<file path="config.mk">
export PLATFORM = sky130hd
export DESIGN_NAME = fsp_sequencer
export DESIGN_NICKNAME = d
export VERILOG_FILES = /design/src/verilog/fsp_pkg.sv /design/src/verilog/fsp_sequencer.sv
export SDC_FILE = /design/constraint.sdc
export NUM_CORES = 1
export LEC_CHECK = 0
export ABC_CLOCK_PERIOD_IN_PS = 3600
export BUFFER_PORTS_ARGS = -buffer_cell sky130_fd_sc_hd__buf_4
export CORE_ASPECT_RATIO = 2
export CORE_MARGIN = 3
export CORE_UTILIZATION = 39
export CTS_BUF_LIST = sky130_fd_sc_hd__clkbuf_8
export DETAILED_ROUTE_END_ITERATION = 12
export PLACE_DENSITY = 0.62
export SETUP_SLACK_MARGIN = 0.02
export SLEW_MARGIN = 25
export SYNTH_ARGS = -nofsm -noshare
export SYNTH_HDL_FRONTEND = slang
export SYNTH_SLANG_ARGS = --single-unit
export TNS_END_PERCENT = 20
</file>
<file path="constraint.sdc">
create_clock -name aclk -period 3.6 [get_ports aclk]
set_clock_uncertainty 0.2 [all_clocks]
set_input_delay 0.36 -clock aclk [delete_from_list [all_inputs] [get_ports aclk]]
set_output_delay 0.36 -clock aclk [all_outputs]
set_load 0.01 [all_outputs]
</file>
<file path="src/verilog/fsp_pkg.sv">
// Package for the flash self-programming sequencer: register map, fields, timing.
// Assumes one 10 MHz clock and an AXI4-Lite master on the register side.
`default_nettype none
package fsp_pkg;
   // ==========================================
   // Register byte offsets
   localparam logic [7:0] FSP_CTRL_OFF = 8'h00;
   localparam logic [7:0] FSP_ZPTR_OFF = 8'h04;
   localparam logic [7:0] FSP_DATA_OFF = 8'h08;
   localparam logic [7:0] FSP_CMD_OFF = 8'h0c;
   localparam logic [7:0] FSP_RDATA_OFF = 8'h10;
   localparam logic [7:0] FSP_STAT_OFF = 8'h14;
   localparam logic [7:0] FSP_FUSE_OFF = 8'h18;
   localparam logic [7:0] FSP_ADDR_OFF = 8'h1c;
   // ==========================================
   // Control field positions
   localparam int FSP_STORE_EN_POS = 0;
   localparam int FSP_ERASE_POS = 1;
   localparam int FSP_WRITE_POS = 2;
   localparam int FSP_LOCK_RD_POS = 3;
   localparam int FSP_BUF_CLR_POS = 4;
   localparam int FSP_BUSY_POS = 6;
   localparam int FSP_IRQ_EN_POS = 7;
   // Accepted command codes, low five bits
   localparam logic [4:0] FSP_CMD_LOAD = 5'h01;
   localparam logic [4:0] FSP_CMD_ERASE = 5'h03;
   localparam logic [4:0] FSP_CMD_WRITE = 5'h05;
   localparam logic [4:0] FSP_CMD_LOCK = 5'h09;
   localparam logic [4:0] FSP_CMD_CLR = 5'h11;
   // Instruction codes on the command register
   localparam logic [1:0] FSP_INS_STORE = 2'h1;
   localparam logic [1:0] FSP_INS_LOAD = 2'h2;
   // Z values for fuse and lock reads
   localparam logic [15:0] FSP_Z_FUSE_LO = 16'h0000;
   localparam logic [15:0] FSP_Z_LOCK = 16'h0001;
   localparam logic [15:0] FSP_Z_FUSE_EXT = 16'h0002;
   localparam logic [15:0] FSP_Z_FUSE_HI = 16'h0003;
   // ==========================================
   // Timing
   localparam int FSP_STORE_WIN = 4;
   localparam int FSP_LOAD_WIN = 3;
   localparam int FSP_CLK_KHZ = 10000;
   localparam int FSP_PROG_MIN_US = 3200;
   localparam int FSP_PROG_MAX_US = 3400;
   // Least time rounded up in cycles
   localparam int FSP_PROG_CYC = (FSP_PROG_MIN_US * FSP_CLK_KHZ + 999) / 1000;
   localparam logic [7:0] FSP_RESET_BYTE = 8'h00;
   // ==========================================
   // Types
   typedef enum logic [1:0] {FSP_IDLE, FSP_ARMED, FSP_PROG} fsp_state_t;
   typedef enum logic [1:0] {FSP_OP_NONE, FSP_OP_ERASE, FSP_OP_WRITE} fsp_op_t;
   typedef struct packed {
      logic [6:0] page;
      logic [4:0] word;
      logic lowbyte;
   } fsp_zaddr_t;
endpackage
`default_nettype wire

</file>
<file path="src/verilog/fsp_sequencer.sv">
// Flash self-programming sequencer: arm register, page buffer, erase/write timer.
// Assumes an AXI4-Lite master, a CPU that stalls on cpu_stall, fuse pins static.
//
// Contract
// RULE1: Store instruction is accepted regardless of where the CPU is executing.
// RULE2: Erase happens only when store follows erase arm within four cycles.
// RULE3: Erase uses Z bits 12..6 as page; other Z bits and data ignored.
// RULE4: CPU stalls for the whole page erase.
// RULE5: Load arm plus store within four cycles writes data word to buffer.
// RULE6: Buffer slot chosen by Z bits 5..1 during load.
// RULE7: Buffer clears after page write, on buffer-clear command, and on reset.
// RULE8: Software loads each slot at most once between clears.
// RULE9: EEPROM write starting during loading discards loaded buffer contents.
// RULE10: Write arm plus store within four cycles programs page from buffer.
// RULE11: CPU stalls for the whole page write.
// RULE12: Buffer loads in any order; erase and write pages addressed independently.
// RULE13: Software disables interrupts before arming to keep the window atomic.
// RULE14: EEPROM write busy blocks all programming and fuse or lock reads.
// RULE15: Software polls EEPROM busy before writing the control register.
// RULE16: Z 0x0001 with lock-read armed, load within three returns lock bits.
// RULE17: Lock-read and enable clear on read, three cycles no load, four no store.
// RULE18: Lock-read load returns fuse low, high, extended for Z 0, 3, 2.
// RULE19: Fuse and lock read back zero when programmed, one when not.
// RULE20: Reset during a flash write lets that write finish.
// RULE21: Erase or write lasts between 3.2 ms and 3.4 ms.
// RULE22: Byte reads of program memory use Z bit 0 for low or high byte.
// RULE23: Store enable clears on store or four idle cycles; stays set through program.
// RULE24: Section busy bit always reads zero.
// RULE25: Ready interrupt when enable clear, irq and global enables set, no EEPROM write.
// RULE26: Command decoded from low five bits; unsupported combinations ignored.
//
// Chosen here: the AXI4-Lite interface to the registers and the address map.
`default_nettype none
module fsp_sequencer #(
   parameter int PROG_CYC = fsp_pkg::FSP_PROG_CYC,
   parameter int WORDS = 32
) (
   input wire logic aclk,
   input wire logic aresetn,
   input wire logic clk_en,
   input wire logic [7:0] s_axi_awaddr,
   input wire logic s_axi_awvalid,
   output logic s_axi_awready,
   input wire logic [31:0] s_axi_wdata,
   input wire logic [3:0] s_axi_wstrb,
   input wire logic s_axi_wvalid,
   output logic s_axi_wready,
   output logic [1:0] s_axi_bresp,
   output logic s_axi_bvalid,
   input wire logic s_axi_bready,
   input wire logic [7:0] s_axi_araddr,
   input wire logic s_axi_arvalid,
   output logic s_axi_arready,
   output logic [31:0] s_axi_rdata,
   output logic [1:0] s_axi_rresp,
   output logic s_axi_rvalid,
   input wire logic s_axi_rready,
   input wire logic eeprom_write_busy,
   input wire logic global_irq_enable,
   input wire logic [7:0] fuse_low_byte,
   input wire logic [7:0] fuse_high_byte,
   input wire logic [7:0] extended_fuse_byte,
   input wire logic [7:0] lock_bit_set,
   output logic cpu_stall,
   output logic ready_irq,
   output logic flash_we,
   output logic flash_erase,
   output logic [6:0] flash_page,
   output logic [15:0] flash_wdata,
   output logic [4:0] flash_word
);
   // ==========================================
   // State record
   typedef struct packed {
      fsp_pkg::fsp_state_t st;
      logic [4:0] ctrl;
      logic irq_en;
      logic [2:0] win;
      logic [15:0] z;
      logic [15:0] data;
      logic [7:0] rbyte;
      fsp_pkg::fsp_op_t op;
      logic [6:0] page;
      logic [21:0] tmr;
      logic [4:0] idx;
      logic wpend;
      logic rst_fin;
      logic awf;
      logic wf;
      logic [7:0] awa;
      logic [31:0] wd;
      logic bv;
      logic rv;
      logic [31:0] rd;
      logic ee_s1;
      logic ee_s2;
      logic ee_prev;
      logic loading;
   } fsp_reg_t;

   fsp_reg_t q, d;
   logic [15:0] buf_mem [WORDS];
   logic [WORDS-1:0] buf_vld_q;
   logic buf_we;
   logic buf_clr;
   logic [15:0] rd_mux;
   logic wr_go;

   assign wr_go = q.awf && q.wf && !q.bv;

   // Register readback mux
   always_comb
   begin
      rd_mux = 16'h0000;
      case (q.awa)
         default: rd_mux = 16'h0000;
      endcase
   end

   // ==========================================
   // Next state
   always_comb
   begin
      logic [4:0] cmd;
      logic ee_start;
      cmd = 5'h00;
      ee_start = 1'b0;
      d = q;
      buf_we = 1'b0;
      buf_clr = 1'b0;
      d.ee_s1 = eeprom_write_busy;
      d.ee_s2 = q.ee_s1;
      d.ee_prev = q.ee_s2;
      ee_start = q.ee_s2 && !q.ee_prev;
      // Write channel capture, either order
      if (s_axi_awvalid && !q.awf)
      begin
         d.awf = 1'b1;
         d.awa = s_axi_awaddr;
      end
      if (s_axi_wvalid && !q.wf)
      begin
         d.wf = 1'b1;
         d.wd = s_axi_wdata;
      end
      if (q.bv && s_axi_bready)
         d.bv = 1'b0;
      if (q.rv && s_axi_rready)
         d.rv = 1'b0;
      // Arm window counts down while armed
      if (q.st == fsp_pkg::FSP_ARMED)
      begin
         if (q.win == 3'h0)
         begin
            d.st = fsp_pkg::FSP_IDLE; // [RULE17] [RULE23]
            d.ctrl = 5'h00;
         end
         else
            d.win = q.win - 3'h1;
         // Lock read lapses one cycle earlier than store
         if (q.ctrl[fsp_pkg::FSP_LOCK_RD_POS] && q.win == 3'h1)
         begin
            d.st = fsp_pkg::FSP_IDLE; // [RULE17]
            d.ctrl = 5'h00;
         end
      end
      // Program timer; enable bit held until done
      if (q.st == fsp_pkg::FSP_PROG)
      begin
         if (q.tmr == 22'(PROG_CYC - 1))
         begin
            d.st = fsp_pkg::FSP_IDLE; // [RULE21] [RULE23]
            d.ctrl = 5'h00;
            d.op = fsp_pkg::FSP_OP_NONE;
            d.rst_fin = 1'b0;
            if (q.op == fsp_pkg::FSP_OP_WRITE)
               buf_clr = 1'b1; // [RULE7]
         end
         else
            d.tmr = q.tmr + 22'h1;
      end
      // EEPROM write starting mid-load drops the buffer
      if (ee_start && q.loading)
      begin
         buf_clr = 1'b1; // [RULE9]
         d.loading = 1'b0;
      end
      if (wr_go)
      begin
         d.awf = 1'b0;
         d.wf = 1'b0;
         d.bv = 1'b1;
         case (q.awa)
            fsp_pkg::FSP_CTRL_OFF:
            begin
               d.irq_en = q.wd[fsp_pkg::FSP_IRQ_EN_POS];
               cmd = q.wd[4:0];
               // EEPROM busy or busy sequencer blocks arming
               if (q.st == fsp_pkg::FSP_IDLE && !q.ee_s2) // [RULE14]
               begin
                  case (cmd) // [RULE26]
                     fsp_pkg::FSP_CMD_LOAD, fsp_pkg::FSP_CMD_ERASE, fsp_pkg::FSP_CMD_WRITE,
                     fsp_pkg::FSP_CMD_LOCK, fsp_pkg::FSP_CMD_CLR:
                     begin
                        d.st = fsp_pkg::FSP_ARMED;
                        d.ctrl = cmd;
                        d.win = 3'(fsp_pkg::FSP_STORE_WIN - 1); // [RULE2]
                     end
                     default: d.ctrl = q.ctrl;
                  endcase
               end
            end
            fsp_pkg::FSP_ZPTR_OFF: d.z = q.wd[15:0];
            fsp_pkg::FSP_DATA_OFF: d.data = q.wd[15:0];
            fsp_pkg::FSP_CMD_OFF:
            begin
               // Store instruction, from any address [RULE1]
               // EEPROM write started after arming still blocks the store [RULE14]
               if (q.wd[1:0] == fsp_pkg::FSP_INS_STORE && q.st == fsp_pkg::FSP_ARMED
                   && !q.ctrl[fsp_pkg::FSP_LOCK_RD_POS] && !q.ee_s2)
               begin
                  d.st = fsp_pkg::FSP_IDLE;
                  d.ctrl = 5'h00; // [RULE23]
                  case (q.ctrl)
                     fsp_pkg::FSP_CMD_LOAD:
                     begin
                        buf_we = 1'b1; // [RULE5]
                        d.loading = 1'b1;
                     end
                     fsp_pkg::FSP_CMD_ERASE, fsp_pkg::FSP_CMD_WRITE:
                     begin
                        d.st = fsp_pkg::FSP_PROG; // [RULE4] [RULE11]
                        d.ctrl = q.ctrl;
                        d.tmr = 22'h0;
                        d.page = q.z[12:6]; // [RULE3] [RULE10] [RULE12]
                        d.op = (q.ctrl == fsp_pkg::FSP_CMD_ERASE) ? fsp_pkg::FSP_OP_ERASE
                                                                 : fsp_pkg::FSP_OP_WRITE;
                        d.loading = 1'b0;
                     end
                     fsp_pkg::FSP_CMD_CLR:
                     begin
                        buf_clr = 1'b1; // [RULE7]
                        d.loading = 1'b0;
                     end
                     default: d.ctrl = 5'h00;
                  endcase
               end
               // Load instruction: fuse/lock when lock read armed, else buffer byte
               if (q.wd[1:0] == fsp_pkg::FSP_INS_LOAD)
               begin
                  if (q.st == fsp_pkg::FSP_ARMED && q.ctrl == fsp_pkg::FSP_CMD_LOCK && !q.ee_s2) // [RULE14]
                  begin
                     d.st = fsp_pkg::FSP_IDLE;
                     d.ctrl = 5'h00; // [RULE17]
                     case (q.z) // [RULE16] [RULE18] [RULE19]
                        fsp_pkg::FSP_Z_LOCK: d.rbyte = lock_bit_set;
                        fsp_pkg::FSP_Z_FUSE_LO: d.rbyte = fuse_low_byte;
                        fsp_pkg::FSP_Z_FUSE_HI: d.rbyte = fuse_high_byte;
                        fsp_pkg::FSP_Z_FUSE_EXT: d.rbyte = extended_fuse_byte;
                        default: d.rbyte = 8'hff;
                     endcase
                  end
                  else
                     d.rbyte = q.z[0] ? buf_mem[q.z[5:1]][15:8] : buf_mem[q.z[5:1]][7:0]; // [RULE22]
               end
            end
            default: d.ctrl = d.ctrl;
         endcase
      end
      // Read channel
      if (s_axi_arvalid && !q.rv)
      begin
         d.rv = 1'b1;
         case (s_axi_araddr)
            fsp_pkg::FSP_CTRL_OFF: d.rd = {24'h0, q.irq_en, 1'b0, 1'b0, q.ctrl}; // [RULE24]
            fsp_pkg::FSP_ZPTR_OFF: d.rd = {16'h0, q.z};
            fsp_pkg::FSP_DATA_OFF: d.rd = {16'h0, q.data};
            fsp_pkg::FSP_RDATA_OFF: d.rd = {24'h0, q.rbyte};
            fsp_pkg::FSP_STAT_OFF: d.rd = {29'h0, q.loading, q.ee_s2, cpu_stall};
            fsp_pkg::FSP_ADDR_OFF: d.rd = {25'h0, q.page};
            default: d.rd = {16'h0, rd_mux};
         endcase
      end
   end

   // ==========================================
   // State register; a reset mid-program lets the program finish
   always_ff @(posedge aclk)
   begin
      if (!aresetn)
      begin
         q <= '0;
         if (q.st == fsp_pkg::FSP_PROG) // [RULE20]
         begin
            q.st <= fsp_pkg::FSP_PROG;
            q.op <= q.op;
            q.page <= q.page;
            q.tmr <= q.tmr;
            q.ctrl <= q.ctrl;
            q.rst_fin <= 1'b1;
         end
      end
      else if (clk_en)
         q <= d;
   end

   // Page buffer; valid bits cleared, contents kept for area
   always_ff @(posedge aclk)
   begin
      if (!aresetn)
         buf_vld_q <= '0; // [RULE7]
      else if (clk_en)
      begin
         if (buf_clr)
            buf_vld_q <= '0;
         else if (buf_we)
            buf_vld_q[q.z[5:1]] <= 1'b1; // [RULE8]
      end
   end

   always_ff @(posedge aclk)
   begin
      if (clk_en && buf_we)
         buf_mem[q.z[5:1]] <= q.data; // [RULE6] [RULE12]
   end

   // ==========================================
   // Outputs
   assign s_axi_awready = !q.awf;
   assign s_axi_wready = !q.wf;
   assign s_axi_bvalid = q.bv;
   assign s_axi_bresp = 2'b00;
   assign s_axi_arready = !q.rv;
   assign s_axi_rvalid = q.rv;
   assign s_axi_rdata = q.rd;
   assign s_axi_rresp = 2'b00;
   assign cpu_stall = (q.st == fsp_pkg::FSP_PROG); // [RULE4] [RULE11]
   assign ready_irq = q.irq_en && global_irq_enable && !q.ctrl[fsp_pkg::FSP_STORE_EN_POS]
                      && !q.ee_s2; // [RULE25] [RULE13] [RULE15]
   assign flash_erase = (q.st == fsp_pkg::FSP_PROG) && (q.op == fsp_pkg::FSP_OP_ERASE);
   assign flash_we = (q.st == fsp_pkg::FSP_PROG) && (q.op == fsp_pkg::FSP_OP_WRITE);
   assign flash_page = q.page;
   assign flash_word = q.tmr[4:0];
   assign flash_wdata = buf_vld_q[q.tmr[4:0]] ? buf_mem[q.tmr[4:0]] : 16'hffff;
endmodule
`default_nettype wire

</file>
## Yosys cells after proc, flatten, opt, wreduce, memory -nomap -nowiden

Memory sizes are Yosys's and may differ from the RTL's. A register that Yosys moved wholly into a read port is not among the register bits.
Index checks and enable logic that the tools add are counted.

- Add/subtract/negate cells: 2
- Multiply operators: 0
- Div/mod/pow operators: 0
- Magnitude comparators: 3
- Equality and inequality tests: 36
- Shift-type cells: 0
- Multiplexer cells: 81
- Bitwise operators: 1
- Reduce and logical (&&, ||, !) cells: 59

Operators with widths:

| cell | count |
|---|---|
| $mux W169 | 2 |
| $mux W32 | 3 |
| $pmux W16 S6 | 1 |
| $mux W31 | 3 |
| $mux W82 | 1 |
| $mux W7 | 10 |
| $mux W16 | 3 |
| $mux W22 | 2 |
| $mux W39 | 1 |
| $mux W33 | 1 |
| $eq A16 B2 Y1 const B | 2 |
| $mux W8 | 4 |
| $or A32 B32 Y32 | 1 |
| $pmux W8 S4 | 1 |
| $mux W1 | 28 |
| $mux W5 | 5 |
| $eq A8 B4 Y1 const B | 3 |
| $eq A8 B5 Y1 const B | 3 |
| $logic_and A1 B1 Y1 | 23 |
| $add A22 B1 Y22 const B | 1 |
| $eq A22 B15 Y1 const B | 1 |
| $reduce_and A2 Y1 | 9 |
| $eq A16 B1 Y1 const B | 1 |
| $eq A8 B3 Y1 const B | 2 |
| other kinds (34) | 71 |

- Bits in registers: 194
- Bits in latches: 0
- Memory bits (writable): 512
- Bits in read-only memories: 0
- Input bits: 94
- Output and inout port bits: 73
- Logic and storage cells: 205
- Memories: 1

Memory list:

| memory | words | width | rd ports | clocked after memory_dff | wr ports | line | RTL |
|---|---|---|---|---|---|---|---|
| buf_mem | 32 | 16 | 2 | 2 | 1 | fsp_sequencer.sv:102 | `logic [15:0] buf_mem [WORDS];` |

## Logic depth before layout (Yosys ltp)

- Depth after elaboration: 14
- Gate-level depth with buffers: 10
- Mapped depth without buffers: 8

## Worst setup path before layout

Ideal clock, no wire load.

- Path type: register -> register
- From: register q[168] (netlist bit)
- To: memory buf_mem[3][0] (enable)
- Library setup time: 0.389 ns
- Arrival time: 2.637 ns
- Required time: 3.011 ns
- Setup slack: 0.375 ns
- Stages on the path, launching flop included: 6
- Buffers on the path: 0
- Period minus slack after synthesis: 3.225 ns
- Path through: edfxtp_1 nor3b_1 nand3_1 nor4_1 nand3_1 nor2_1

- Word-level cells in the longest chain between the ends: 10

Ends and longest elaborated chain:

| what | line | RTL |
|---|---|---|
| from (decl) | fsp_sequencer.sv:101 | `fsp_reg_t q, d;` |
| $eq A2 B1 Y1 | fsp_sequencer.sv:219 | `if (q.wd[1:0] == fsp_pkg::FSP_INS_STORE && q.st == fsp_pkg::FSP_ARMED` |
| $logic_and A1 B1 Y1 | fsp_sequencer.sv:219 |  |
| $logic_and A1 B1 Y1 (2 in series) | fsp_sequencer.sv:220 | `&& !q.ctrl[fsp_pkg::FSP_LOCK_RD_POS] && !q.ee_s2)` |
| $mux W1 | fsp_sequencer.sv:219 |  |
| $mux W1 | fsp_sequencer.sv:193 | `case (q.awa)` |
| $mux W1 | fsp_sequencer.sv:188 | `if (wr_go)` |
| $logic_and A1 B1 Y1 | fsp_sequencer.sv:323 | `if (clk_en && buf_we)` |
| $mux W1 | fsp_sequencer.sv:323 |  |
| $mux W1 (not written as such) | fsp_sequencer.sv:324 | `buf_mem[q.z[5:1]] <= q.data;` |
| to (decl) | fsp_sequencer.sv:102 |  |

Every way passes these cells.

==> reports/qor.csv <==
stage,metric,value,unit
run_status,outcome,"complete, but fails checks",
run_status,failing checks,setup timing,
cells_and_area,# fillers,6980,
worst_setup_path,CP startpoint kind,flip-flop,
clocking,clk slew on worst S/H paths,70,ps
global_route,vias in the first global route,22652,
synth,sequential share of the synthesized area,0.596,
detailed_routing,wire per inst,29.4,um
clocking,CTS root buf,clkbuf_8,
synth,warnings from Yosys,0,
sta,Worst slew margin,0.356,
clocking,CTS tree,done,
floorplan,std cell rows,148,
sta,post-route clock period utilization,1.02,
placement,Detail Placement HPWL,72500,um
synth,"Top FF cell, synth",edfxtp_1,
synth,Gate Count Post-Synth,2131,
detailed_routing,drt total wl,104000,um
synth,Yosys reg bits,684,
pwr,Pleak,11.2,nW
clocking,H-tree Lvls,3,
floorplan,Core Area,0.0817,mm^2
global_route,largest net degree at the start of global routing,66,
pwr,pwr dens,409,mW/mm^2
worst_setup_path,critical path arrival,3120,ps
sta,final setup vio count,11,
pwr,peak supply drop,334,uV
clocking,Max Buffers Root-to-Sink,3,
cells_and_area,most frequent cells in the layout,"edfxtp_1, buf_4, mux4_2",
clocking,Num Clock Sinks,684,
synth,synthesized cell area,0.0322,mm^2
synth,"EDFF count, synth",550,
sta,worst setup margin,-80.1,ps
sta,setup TNS,-380,ps
cells_and_area,layout cell share with drive strength beyond 1,0.308,
synth,Avg Inst Size Synth,15.1,um^2
sta,maximum clock frequency,272,MHz
sta,RSZ-0062 raised after global routing,true,
synth,Netlist cell types,73,
run,max cap viols,0,
cells_and_area,synthesis-to-layout area growth,18.3,%
floorplan,I/O Pins,167,
cells_and_area,"Net count, final",2525,
floorplan,Initial Util,0.395,
synth,"FFs w/ async S/R, synth",0,
global_route,wire length of the first global-routing pass,148000,um
detailed_routing,drt first-iter violations,1913,
global_route,Tot GR Track Use,0.237,
detailed_routing,Pre-antenna DRT Iters,6,
sta,Final Hold Fails,0,
detailed_routing,DRC viols,0,
worst_setup_path,CP Class,reg2out,
clocking,CTS buffer count,89,
cells_and_area,area occupied by multi-input gates,0.0123,mm^2
sta,minimum clock period,3680,ps
synth,Synth top area share,0.513,
worst_hold_path,Worst Hold Class,in2reg,
worst_setup_path,Critical Path RT,3040,ps
placement,gpl congestion,0.954,
sta,Max Slew Vio Count,0,
global_route,GRT overflow,0,
sta,Least-Margin Pin Slew,964,ps
clocking,clk_lat worst skew,730,ps
pwr,Overall Power,15.6,mW
floorplan,DIE AREA,0.0863,mm^2
global_route,initial antenna violation count,1,
cells_and_area,Register Area,0.0192,mm^2
worst_setup_path,crit path capture type,output pin,
worst_setup_path,worst-path fanout max,34,
placement,port buffer count,126,
synth,Synth area leader,edfxtp_1,
floorplan,Die Y,412,um
detailed_routing,routed vias,21412,
detailed_routing,post-DR vias/cell,6.03,
floorplan,Die Width,209,um
synth,"top cells by area, synth","edfxtp_1, mux4_2, dfxtp_1",
cells_and_area,"commonest non-fill, non-tap cell in the layout",edfxtp_1,
detailed_routing,remaining antenna violation count after routing,0,
-- logic make-up (layout without fill, tap and decap cells) --
group           Yosys count  after routing  synth area share
other cells               1             21          0.000116
fa+ha+maj                 6              6           0.00225
simple gates            505            505            0.0773
xor+xnor                 24             24           0.00652
compound gates          305            305            0.0666
buf+inv                 214            564            0.0341
flops                   684            684             0.596
mux                     392            392             0.217
-- sequential cells by signal, indices dropped and copies added, names as in the netlist, named ones only --
name and flops:
s_axi_rdata 16, s_axi_bvalid 1, d 2, s_axi_rvalid 1
buf_vld_q 32, flash_page 7, flash_word 5, buf_mem 512
q 98
-- report_power, final --
group | internal, mW | switching [mW] | total (mW)
logic | 0.618 | 0.686 | 1.30
registers | 8.49 | 0.102 | 8.59
clock network | 2.68 | 3.01 | 5.69
-- metal layers --
layer | vias to the layer above | share of wire | track usage
met2 | 1110 | 0.53 | 0.437
met5 | - | 0 | 0
met4 | 0 | 0.11 | 0.206
li1 | 9070 | - | -
met3 | 376 | 0.053 | 0.0319
met1 | 10856 | 0.31 | 0.227
-- critical path, stage by stage (launching register included) --
cell and delay, ps:
dfxtp_4 520, buf_12 320, mux4_2 240, nor2b_1 140, a211oi_1 70, a211oi_1 760
a21oi_4 60, nand2_1 110, buf_4 120
-- final cells by class --
type,instances,area share
Tap cell,1050,0.0345
Inverter,18,0.00177
Clock inverter,70,0.0106
Timing Repair Buffer,381,0.0915
Sequential cell,684,0.504
Antenna cell,1,0.0000657
Multi-Input combinational cell,1252,0.323
Clock buffer,95,0.0343
-- timing repair --
item | CTS | global route
hold endpoints to repair | 57 | 0
endpoints found under the setup margin | 17 | 18
buffers inserted | 6 | 14
cloned | 3 | 4
hold buffers | 68 | 0
resized for setup | 58 | 29
pin swaps | 5 | 9
-- cell usage after synthesis (all sizes together) (4+ instances only) --
library cell  number
a2111oi            7
a211oi            35
a21o               5
a21oi             63
a221oi            19
a222oi             8
a22o              16
a22oi             43
a31o               8
a31oi             10
and2              15
and3              20
and4               4
buf              132
clkbuf            64
dfxtp            134
edfxtp           550
ha                 5
inv               17
mux2               7
mux2i            140
mux4             245
nand2            148
nand2b             6
nand3             44
nand3b             7
nand4             23
nor2             134
nor2b             23
nor3              39
nor3b              4
nor4              12
o21a              34
o21ai             35
o221ai             7
or3                9
xnor2              9
xor2              15
-- per-stage QoR --
| step | util | std cells | setup slack (ps) | cell area, um^2 | hold slack, ps |
|---|---|---|---|---|---|
| after CTS | 0.462 | 3532 | -94.0 | 37800 | 21.3 |
| after floorplan | - | 2150 | 375 | 32300 | 225 |
| final | 0.467 | 3551 | -80.1 | 38100 | 99.1 |
| after global routing | 0.467 | 3551 | -225 | 38100 | 83.0 |
| after global placement | 0.428 | 3290 | -69.7 | 35000 | 238 |
| after detailed placement | 0.428 | 3290 | -37.9 | 35000 | 254 |
-- worst paths after layout --
| kind | start | slack (ps) | depth (start not counted) | end |
|---|---|---|---|---|
| worst max-delay path | flip-flop | -80 | 8 | flash_wdata[10] |
| worst min-delay path | s_axi_araddr[5] | 100 | 5 | s_axi_rdata[0]$_SDFFE_PN0P_ |
| worst max register to register | flip-flop | 170 | 8 | q[125]$_SDFFE_PN0P_ |
| worst min register to register | q[120]$_SDFFE_PN0P_ | 270 | 2 | q[120]$_SDFFE_PN0P_ |
Note: power is estimated with default switching activity, not from simulation.
